### src/core/result_formats_defs.svh
// constants for the monitor result register formatting block
// What this block does
// - a fresh result written into a register pair sets the fresh flag in bit 7 of its upper byte.
// - the host addressing an upper byte for reading clears that result's fresh flag.
// - a diode voltage upper byte holds the flag in bit 7, zeros in bits 6 and 5, result bits 12 to 8 below.
// - a diode voltage lower byte holds result bits 7 to 0.
// - the 9-bit pulse threshold keeps bits 8 to 1 in its own register and bit 0 in the control register.
// - single-ended voltages are a sign plus 14 bits in two's complement at 2.5 V over 2^13 per step.
// - differential voltages are a sign plus 14 bits in two's complement at 2.5 V over 2^17 per step.
// - the supply result is the supply minus 2.5 V at the single-ended step.
// - temperatures are 13 bits at 1/16 degree, Celsius signed and Kelvin unsigned.
// - remote diode voltages are an unsigned 13-bit magnitude with no sign, zero input leaves both bytes zero apart from the fresh flag.
// - a voltage or current upper byte holds the flag in bit 7, sign in bit 6, result bits 13 to 8 below.
// - bit 7 of the control register holds threshold bit 0 and resets to zero.
`ifndef RESULT_FORMATS_DEFS_SVH
`define RESULT_FORMATS_DEFS_SVH
`define FRESH_BIT 7
`define SIGN_BIT 6
`define THR_LSB_BIT 7
`define CTRL_RESET 8'h00
`define THR_RESET 8'h00
`define PAIR_RESET 8'h00
`define PULSE_RESET 9'h000
`define NUM_RESULTS 10
`define SUPPLY_SLOT 9
`define DIE_SLOT 8
// supply offset 2.5 V in single-ended steps (2.5 / (2.5/2^13))
`define SUPPLY_OFFSET 15'h2000
`endif

### src/core/result_formats_pkg.sv
// types for the monitor result register formatting block
package result_formats_pkg;
   typedef enum logic [2:0] {
      fmt_single = 3'b000,
      fmt_diff = 3'b001,
      fmt_supply = 3'b010,
      fmt_celsius = 3'b011,
      fmt_kelvin = 3'b100,
      fmt_diode = 3'b101
   } result_fmt_t;
   typedef struct packed {
      logic valid;
      logic [3:0] slot;
      result_fmt_t fmt;
      logic signed [15:0] value;
   } conv_result_t;
   typedef struct packed {
      logic [7:0] upper;
      logic [7:0] lower;
   } byte_pair_t;
endpackage

### src/core/result_packer.sv
// formats one raw converter value into its upper and lower bytes
`timescale 1ns/1ps
`include "result_formats_defs.svh"
module result_packer (
   input wire result_formats_pkg::result_fmt_t fmt,
   input wire logic signed [15:0] value,
   output logic [7:0] upper_bits,
   output logic [7:0] lower_bits
);
   import result_formats_pkg::*;
   logic signed [15:0] adj;
   always_comb begin
      adj = value;
      upper_bits = 8'h00;
      lower_bits = 8'h00;
      case (fmt)
         fmt_supply: begin
            adj = value - $signed({1'b0, `SUPPLY_OFFSET});
            upper_bits = {1'b0, adj[15], adj[13:8]};
            lower_bits = adj[7:0];
         end
         fmt_single, fmt_diff: begin
            upper_bits = {1'b0, adj[15], adj[13:8]};
            lower_bits = adj[7:0];
         end
         fmt_celsius, fmt_kelvin: begin
            upper_bits = {3'b000, adj[12:8]};
            lower_bits = adj[7:0];
         end
         fmt_diode: begin
            upper_bits = {3'b000, adj[12:8]};
            lower_bits = adj[7:0];
         end
         default: begin
            upper_bits = 8'h00;
            lower_bits = 8'h00;
         end
      endcase
   end
endmodule

### src/core/monitor_result_formats.sv
// result registers with fresh flags and the split pulse threshold
`timescale 1ns/1ps
`include "result_formats_defs.svh"
module monitor_result_formats (
   input wire logic clk,
   input wire logic reset_n,
   input wire logic clk_en,
   input wire result_formats_pkg::conv_result_t conv_in,
   input wire logic rd_upper,
   input wire logic [3:0] rd_slot,
   input wire logic thr_wr,
   input wire logic [7:0] thr_wdata,
   input wire logic ctrl_wr,
   input wire logic [7:0] ctrl_wdata,
   output result_formats_pkg::byte_pair_t rd_data,
   output logic [7:0] pulse_threshold_upper_bits,
   output logic [7:0] ctrl_reg_out,
   output logic [8:0] pulse_threshold,
   output logic [`NUM_RESULTS-1:0] result_fresh_flag
);
   import result_formats_pkg::*;
   // ------------------------------------------------------------
   // storage
   // ------------------------------------------------------------
   logic [7:0] fmt_upper;
   logic [7:0] fmt_lower;
   logic [7:0] upper_reg [`NUM_RESULTS];
   logic [7:0] lower_reg [`NUM_RESULTS];
   logic [7:0] thr_reg;
   logic [7:0] thr_next;
   logic [7:0] ctrl_reg;
   logic [7:0] ctrl_next;
   logic [`NUM_RESULTS-1:0] store_hit;
   logic [`NUM_RESULTS-1:0] clear_hit;
   logic [`NUM_RESULTS-1:0] addr_hit;
   logic [`NUM_RESULTS-1:0][7:0] pick_upper;
   logic [`NUM_RESULTS-1:0][7:0] pick_lower;
   logic [`NUM_RESULTS-1:0] pick_fresh;
   logic [7:0] sel_upper;
   logic [7:0] sel_lower;
   logic sel_fresh;
   logic slot_in_range;
   logic [7:0] rd_upper_next;
   logic [7:0] rd_lower_next;
   logic [8:0] pulse_threshold_next;
   // ------------------------------------------------------------
   // formatting
   // ------------------------------------------------------------
   // one shared formatter, since at most one result lands per cycle
   result_packer packer (
      .fmt(conv_in.fmt),
      .value(conv_in.value),
      .upper_bits(fmt_upper),
      .lower_bits(fmt_lower)
   );
   // ------------------------------------------------------------
   // per slot logic
   // ------------------------------------------------------------
   genvar i;
   generate
      for (i = 0; i < `NUM_RESULTS; i = i + 1) begin : g_slot
         logic [7:0] upper_next;
         logic [7:0] lower_next;
         logic fresh_next;
         assign store_hit[i] = conv_in.valid && (conv_in.slot == 4'(i));
         assign addr_hit[i] = (rd_slot == 4'(i));
         assign clear_hit[i] = rd_upper && addr_hit[i];
         // masked per slot, so no read index runs past the last slot
         assign pick_upper[i] = addr_hit[i] ? upper_reg[i] : 8'h00;
         assign pick_lower[i] = addr_hit[i] ? lower_reg[i] : 8'h00;
         assign pick_fresh[i] = addr_hit[i] && result_fresh_flag[i];
         // ------------------------------------------------------
         // result pair
         // ------------------------------------------------------
         // both bytes come from one result
         always_comb begin
            upper_next = upper_reg[i];
            lower_next = lower_reg[i];
            if (store_hit[i]) begin
               upper_next = fmt_upper;
               lower_next = fmt_lower;
            end
         end
         always_ff @(posedge clk) begin
            if (!reset_n) begin
               upper_reg[i] <= `PAIR_RESET;
            end else if (clk_en) begin
               upper_reg[i] <= upper_next;
            end
         end
         always_ff @(posedge clk) begin
            if (!reset_n) begin
               lower_reg[i] <= `PAIR_RESET;
            end else if (clk_en) begin
               lower_reg[i] <= lower_next;
            end
         end
         // ------------------------------------------------------
         // fresh flag
         // ------------------------------------------------------
         // set wins over read clear, so no result goes unseen
         always_comb begin
            fresh_next = result_fresh_flag[i];
            if (store_hit[i]) begin
               fresh_next = 1'b1;
            end else if (clear_hit[i]) begin
               fresh_next = 1'b0;
            end
         end
         always_ff @(posedge clk) begin
            if (!reset_n) begin
               result_fresh_flag[i] <= 1'b0;
            end else if (clk_en) begin
               result_fresh_flag[i] <= fresh_next;
            end
         end
      end
   endgenerate
   // ------------------------------------------------------------
   // read select
   // ------------------------------------------------------------
   // or of the masked copies; only one slot is ever addressed
   always_comb begin
      sel_upper = 8'h00;
      sel_lower = 8'h00;
      for (int k = 0; k < `NUM_RESULTS; k++) begin
         sel_upper = sel_upper | pick_upper[k];
         sel_lower = sel_lower | pick_lower[k];
      end
   end
   assign sel_fresh = |pick_fresh;
   // slots past the last one read as zero
   assign slot_in_range = (rd_slot < 4'(`NUM_RESULTS));
   // flag shown as it stood when addressed, before the clear lands
   always_comb begin
      rd_upper_next = 8'h00;
      rd_lower_next = 8'h00;
      if (slot_in_range) begin
         rd_upper_next = sel_upper | ({7'h00, sel_fresh} << `FRESH_BIT);
         rd_lower_next = sel_lower;
      end
   end
   // ------------------------------------------------------------
   // read port
   // ------------------------------------------------------------
   // answer stands one cycle after the slot is presented
   always_ff @(posedge clk) begin
      if (!reset_n) begin
         rd_data <= '0;
      end else if (clk_en) begin
         rd_data.upper <= rd_upper_next;
         rd_data.lower <= rd_lower_next;
      end
   end
   // ------------------------------------------------------------
   // pulse threshold
   // ------------------------------------------------------------
   // upper eight bits in own register
   always_comb begin
      thr_next = thr_reg;
      if (thr_wr) begin
         thr_next = thr_wdata;
      end
   end
   always_ff @(posedge clk) begin
      if (!reset_n) begin
         thr_reg <= `THR_RESET;
      end else if (clk_en) begin
         thr_reg <= thr_next;
      end
   end
   // ------------------------------------------------------------
   // control register
   // ------------------------------------------------------------
   // bits 1 and 0 are reserved and always read as zero
   always_comb begin
      ctrl_next = ctrl_reg;
      if (ctrl_wr) begin
         ctrl_next = {ctrl_wdata[7:2], 2'b00};
      end
   end
   // bit 7 is threshold bit 0, cleared by reset
   always_ff @(posedge clk) begin
      if (!reset_n) begin
         ctrl_reg <= `CTRL_RESET;
      end else if (clk_en) begin
         ctrl_reg <= ctrl_next;
      end
   end
   // nine bits joined from both registers
   assign pulse_threshold_next = {thr_reg, ctrl_reg[`THR_LSB_BIT]};
   // ------------------------------------------------------------
   // output copies
   // ------------------------------------------------------------
   // copies lag the registers by a cycle so every output leaves a flop
   // joined threshold
   always_ff @(posedge clk) begin
      if (!reset_n) begin
         pulse_threshold <= `PULSE_RESET;
      end else if (clk_en) begin
         pulse_threshold <= pulse_threshold_next;
      end
   end
   always_ff @(posedge clk) begin
      if (!reset_n) begin
         pulse_threshold_upper_bits <= `THR_RESET;
      end else if (clk_en) begin
         pulse_threshold_upper_bits <= thr_reg;
      end
   end
   always_ff @(posedge clk) begin
      if (!reset_n) begin
         ctrl_reg_out <= `CTRL_RESET;
      end else if (clk_en) begin
         ctrl_reg_out <= ctrl_reg;
      end
   end
endmodule

### config.mk
export PLATFORM = sky130hd
export DESIGN_NAME = monitor_result_formats
export DESIGN_NICKNAME = d
export VERILOG_FILES = /design/src/core/result_formats_pkg.sv /design/src/core/result_packer.sv /design/src/core/monitor_result_formats.sv
export VERILOG_INCLUDE_DIRS = /design/src /design/src/core
export SDC_FILE = /design/constraint.sdc
export NUM_CORES = 1
export LEC_CHECK = 0
export BUFFER_PORTS_ARGS = -buffer_cell sky130_fd_sc_hd__clkbuf_2
export CAP_MARGIN = 40
export CORE_MARGIN = 1
export CORE_UTILIZATION = 60
export DETAILED_ROUTE_END_ITERATION = 10
export PLACE_DENSITY_LB_ADDON = 0.12
export SETUP_SLACK_MARGIN = 0.1
export SYNTH_ARGS = -nofsm -noshare
export SYNTH_HDL_FRONTEND = slang
export SYNTH_SLANG_ARGS = --single-unit
### constraint.sdc
create_clock -name clk -period 6.3 [get_ports clk]
set_input_delay 0.63 -clock clk [delete_from_list [all_inputs] [get_ports clk]]
set_output_delay 0.63 -clock clk [all_outputs]
set_load 0.05 [all_outputs]
==> results <==
- The run finished, with violations left.
- The final reports fail on design-rule violations.
- Hold repair after CTS inserted 0 buffers.
- Across the routed clock network, the largest skew measured is between 7 and 8 ps.
- Once placement finished, the instance area stood at between 9000 and 10000 µm².
- Summing over every cut layer, the via total after detailed routing is 5688.
- CTS built an H-tree with a depth of 1.
- The sort of element at the end of the critical path is a register.
- Headroom to the max-slew limit came out at 40.95%.
- Setup violations remaining at the end of the flow were counted as 0.
- In this run, distinct cell masters in the synthesized netlist total 62.
- The vias per cell is about 6.2.
- The pin count of the biggest net entering global routing is 54.
- The transition time at the pin with the least slew margin is between 800 and 900 ps.
- The first global-routing pass estimated 29640 µm of wire.
- The detailed-placement wirelength estimate is 11900 µm.
- The final cell area excluding filler cells is roughly 10000 µm².
- The cell repeated most along the worst path is sky130_fd_sc_hd__buf_4.
- Clock-pin slew was measured on the worst setup and hold paths at 60 ps.
- The min-delay analysis places its worst path in the category input pin to register.
- The beginning of the worst register-to-register path is upper_reg[5][4]$_SDFFCE_PN0P_.
- The filler cells instantiated in the layout total between 900 and 1000.
- The number of iterations in the first detailed-routing pass is 9.
- The final global-route overflow total is 0.
- The count of flip-flops with a built-in enable after synthesis is 150.
- Counting the buffers created by CTS gives 21.
- The setup slack on the worst flop-to-flop path is roughly 5000 ps.
- The total power is just over 3 mW.
- The number of DRC markers in iteration 0 is 517.
- The horizontal die dimension is between 100 and 150 µm.
- The adder-cell share of the synthesized area is 0%.
- The signal on the critical path passes through clkbuf_2 > buf_4 > nor2b_1 > buf_4 > a22oi_1 > o21a_1 > a211oi_1.
- The highest net fanout along the worst path is 28.
- The final number of max-transition violations is 0.
- After synthesis the netlist holds a flip-flop and latch count of 204.
- The number of buffers between clock root and the deepest sink is 3.
- The number of global-route vias before repair was 5354.
- Averaged over all synthesized cells, the footprint is 13.30 µm².
- The starting density of the core is 61.29%.
- The highest cell delay on the worst timing path is just under 600 ps.
- Measured in cells, the most critical reg-to-reg path has a length of 4.
- The post-synthesis share of cell area spent on xor and xnor gates is 0%.
- The worst-case IR drop observed on VDD is 0.2857 mV.
- In the synthesized netlist the dominant register cell turns out to be sky130_fd_sc_hd__edfxtp_1.
- After detailed routing, the number of remaining DRC violations is 2.
- Clock tree synthesis found a total of just over 200 sinks.
- The total area inside the core boundary comes to 13830 µm².
- The portion of the post-synthesis area used by sequential elements is 65.91%.
- In the synthesized netlist the async set-or-reset flop fraction comes to 0%.
- The worst min-delay path endpoint is thr_reg[1]$_SDFFE_PN0P_.
- The number of hold-slack violations in the final timing report is 0.
- The area growth from synthesis to layout is 14.81%.
- The count of antenna-violating nets left after detailed routing is 0.
- For this run, the post-layout net count is 770.
- The cell at the slowest stage of the critical path is sky130_fd_sc_hd__nor2b_1.
- Timing analysis after detailed placement gives a worst setup slack of roughly 3300 ps.
- The number of antenna diodes in the final layout is 0.
- For this run, the number of Yosys warnings is 0.
- The number of maximum-capacitance constraint violations is 0.
- The cell area that synthesis handed to floorplanning was 8474 µm².
- The placer's final routability congestion estimate is 0.8248.
- The worst path arrival time is 2930 ps.
- Based on the critical path, the design can be clocked at up to 0.3957 GHz.
- Setup repair after global routing left no endpoint under its margin.
- The area of the die is 14600 µm².
- For the worst setup path, the data required time is 6700 ps.
- The number of cells traversed by the worst hold path is 3.
- Post-CTS repair changed the size of 0 cells.
- The number of flip-flops under the largest register name is 80.
- Of the post-synthesis cell area, the part taken by muxes is 5.507%.
- The category of the critical setup timing path is input pin to register.
- Summing the areas of all and, or, nand and nor instances in the mapped netlist gives 10.97% of the synthesized area.
- The most common cell after layout, fill and taps aside is sky130_fd_sc_hd__edfxtp_1.
- Across every metal layer, demand over resource in global routing totals 27.30%.
- The number of standard cells after synthesis is 637.
- The die extent in y is roughly 120 µm.
- The tree is rooted in a sky130_fd_sc_hd__clkbuf_16.
- Once routing completed, OpenROAD measured the worst setup slack at between 3000 and 4000 ps.
- The number of antenna violations at the first check in global routing is 0.
- The worst setup path is launched from an input pin.
- Summing the areas of all compound-gate instances in the mapped netlist gives 13.14% of the synthesized area.
- Of the available clock period, the critical path in the final layout requires 40.11%.
- The number of buffer cells added on primary ports is 96.
- In this run the most critical hold path is launched from thr_wdata[1].
- The routed design has 19700 µm of wire.
- The number of buffers and inverters on the critical path is 3.
- The total power per unit cell area is 314.2 nW/µm².
- Hold is met by 381.6 ps.
- Among cell families on the critical path, the largest total delay comes from buffers and inverters.
- The main combinational cell family by area after synthesis is compound AO/OA/AOI/OAI gates.
- Setup total negative slack on the finished layout was measured at 0 ps.
- The CTS tree is done.
- After floorplanning, the core was divided into 43 placement rows.
- Summed over all cells, the static leakage comes to around 3.6 nW.
- Of the cells placed in the final design, the portion with a size suffix greater than 1 is around a quarter.
- The library cells used most frequently in the layout, excluding fill and tap cells, are sky130_fd_sc_hd__edfxtp_1 (150), sky130_fd_sc_hd__clkbuf_2 (96), sky130_fd_sc_hd__dfxtp_1 (54).
- Counting I/O delays and the setup requirement, the final critical path takes 2527 ps.
- Clock latency on the worst-skew pair, taken at its later pin, is 490 ps.
- Once the clock tree was built, the setup fixing pass inserted 0 buffers.
- The routed wirelength normalized by instance count is 21.53 µm.
- The top-level port count is 101.
- The critical register-to-register path endpoint is rd_data[12]$_SDFFE_PN0P_.
## worst max path at each step
stage | depth (start not counted) | slack (ps) | end | start
4_1_cts | 7 | 3840 | rd_data[10]$_SDFFE_PN0P_ | rd_slot[1]
6_report | 7 | 3770 | rd_data[10]$_SDFFE_PN0P_ | rd_slot[1]
3_5_place_dp | 7 | 3340 | rd_data[1]$_SDFFE_PN0P_ | rd_slot[1]
2_1_floorplan | 5 | 3470 | lower_reg[1][0]$_SDFFCE_PN0P_ | clk_en
3_3_place_gp | 6 | 3100 | rd_data[14]$_SDFFE_PN0P_ | rd_slot[1]
5_1_grt | 7 | 3640 | rd_data[1]$_SDFFE_PN0P_ | rd_slot[1]
## Yosys cell counts (4+ instances only)
library cell	instances	share of area, %
sky130_fd_sc_hd__a22o_1	7	0.72
sky130_fd_sc_hd__mux2i_1	29	3.4
sky130_fd_sc_hd__inv_1	6	0.27
sky130_fd_sc_hd__mux2_2	7	0.93
sky130_fd_sc_hd__nor3b_1	4	0.35
sky130_fd_sc_hd__o21ai_0	19	1.1
sky130_fd_sc_hd__a221oi_1	14	1.4
sky130_fd_sc_hd__buf_6	4	0.53
sky130_fd_sc_hd__nor2b_1	13	0.96
sky130_fd_sc_hd__o211ai_1	10	0.89
sky130_fd_sc_hd__a32o_1	4	0.47
sky130_fd_sc_hd__and3_1	4	0.30
sky130_fd_sc_hd__a211oi_1	7	0.62
sky130_fd_sc_hd__mux2_4	5	0.89
sky130_fd_sc_hd__buf_4	18	1.6
sky130_fd_sc_hd__nand2b_1	4	0.30
sky130_fd_sc_hd__a31oi_1	6	0.44
sky130_fd_sc_hd__buf_2	18	1.1
sky130_fd_sc_hd__edfxtp_1	150	53
sky130_fd_sc_hd__nand3_1	24	1.4
sky130_fd_sc_hd__o2bb2ai_1	5	0.52
sky130_fd_sc_hd__nor2_1	20	0.89
sky130_fd_sc_hd__o21a_1	11	0.97
sky130_fd_sc_hd__a21oi_1	34	2.0
sky130_fd_sc_hd__clkbuf_1	11	0.49
sky130_fd_sc_hd__dfxtp_1	54	13
sky130_fd_sc_hd__nand2_1	46	2.0
sky130_fd_sc_hd__nand3b_1	12	1.1
sky130_fd_sc_hd__nor3_1	6	0.35
sky130_fd_sc_hd__a22oi_1	11	0.97
sky130_fd_sc_hd__and2_1	17	1.3
sky130_fd_sc_hd__a32oi_1	10	1.0
## worst reg2reg max path, delay by kind of cell, from the launching register on
kind | cells | cell delay [ps]
AOI/OAI and AO/OA | 3 | 570
DFF | 1 | 350
muxes | 1 | 270
## power breakdown
group          internal (mW)  leakage [nW]  total, mW  switching, mW
clock network          0.744         0.340       1.23          0.487
registers               1.53          1.87       1.56         0.0272
logic                 0.0884          1.39      0.269          0.180
total                   2.36          3.60       3.06          0.695
## layout make-up
| cell class | count | area, µm² | area share, % |
|---|---|---|---|
| flip-flops and latches | 204 | 5585 | 57.41 |
| multi-input cells | 371 | 2517 | 25.87 |
| repair buffers | 116 | 690.7 | 7.099 |
| clock buffers | 24 | 546.8 | 5.620 |
| well taps | 180 | 225.2 | 2.315 |
| clock inverters | 14 | 141.4 | 1.453 |
| inverters | 6 | 22.52 | 0.2315 |
## cell families (layout without fill, tap and decap cells)
family | after synthesis | after routing
simple gates | 170 | 170
mux | 42 | 42
compound gates | 157 | 157
buf+inv | 63 | 160
flops | 204 | 204
other cells | 1 | 2
## routing by layer
metal | vias to the layer above | GRT usage, % | routed length, µm
met5 | - | 0 | 0
met4 | 0 | 9.954 | 568
met3 | 53 | 4.481 | 1530
met2 | 298 | 46.79 | 9631
met1 | 2740 | 35.04 | 7965
li1 | 2597 | - | -
## metrics by stage
step | utilization (%) | cells
floorplan | - | 638
global placement | 64.52 | 869
detailed placement | 65.30 | 875
CTS | 70.27 | 913
global route | 70.36 | 915
finish | 70.36 | 915
(Power assumes the default switching activity.)
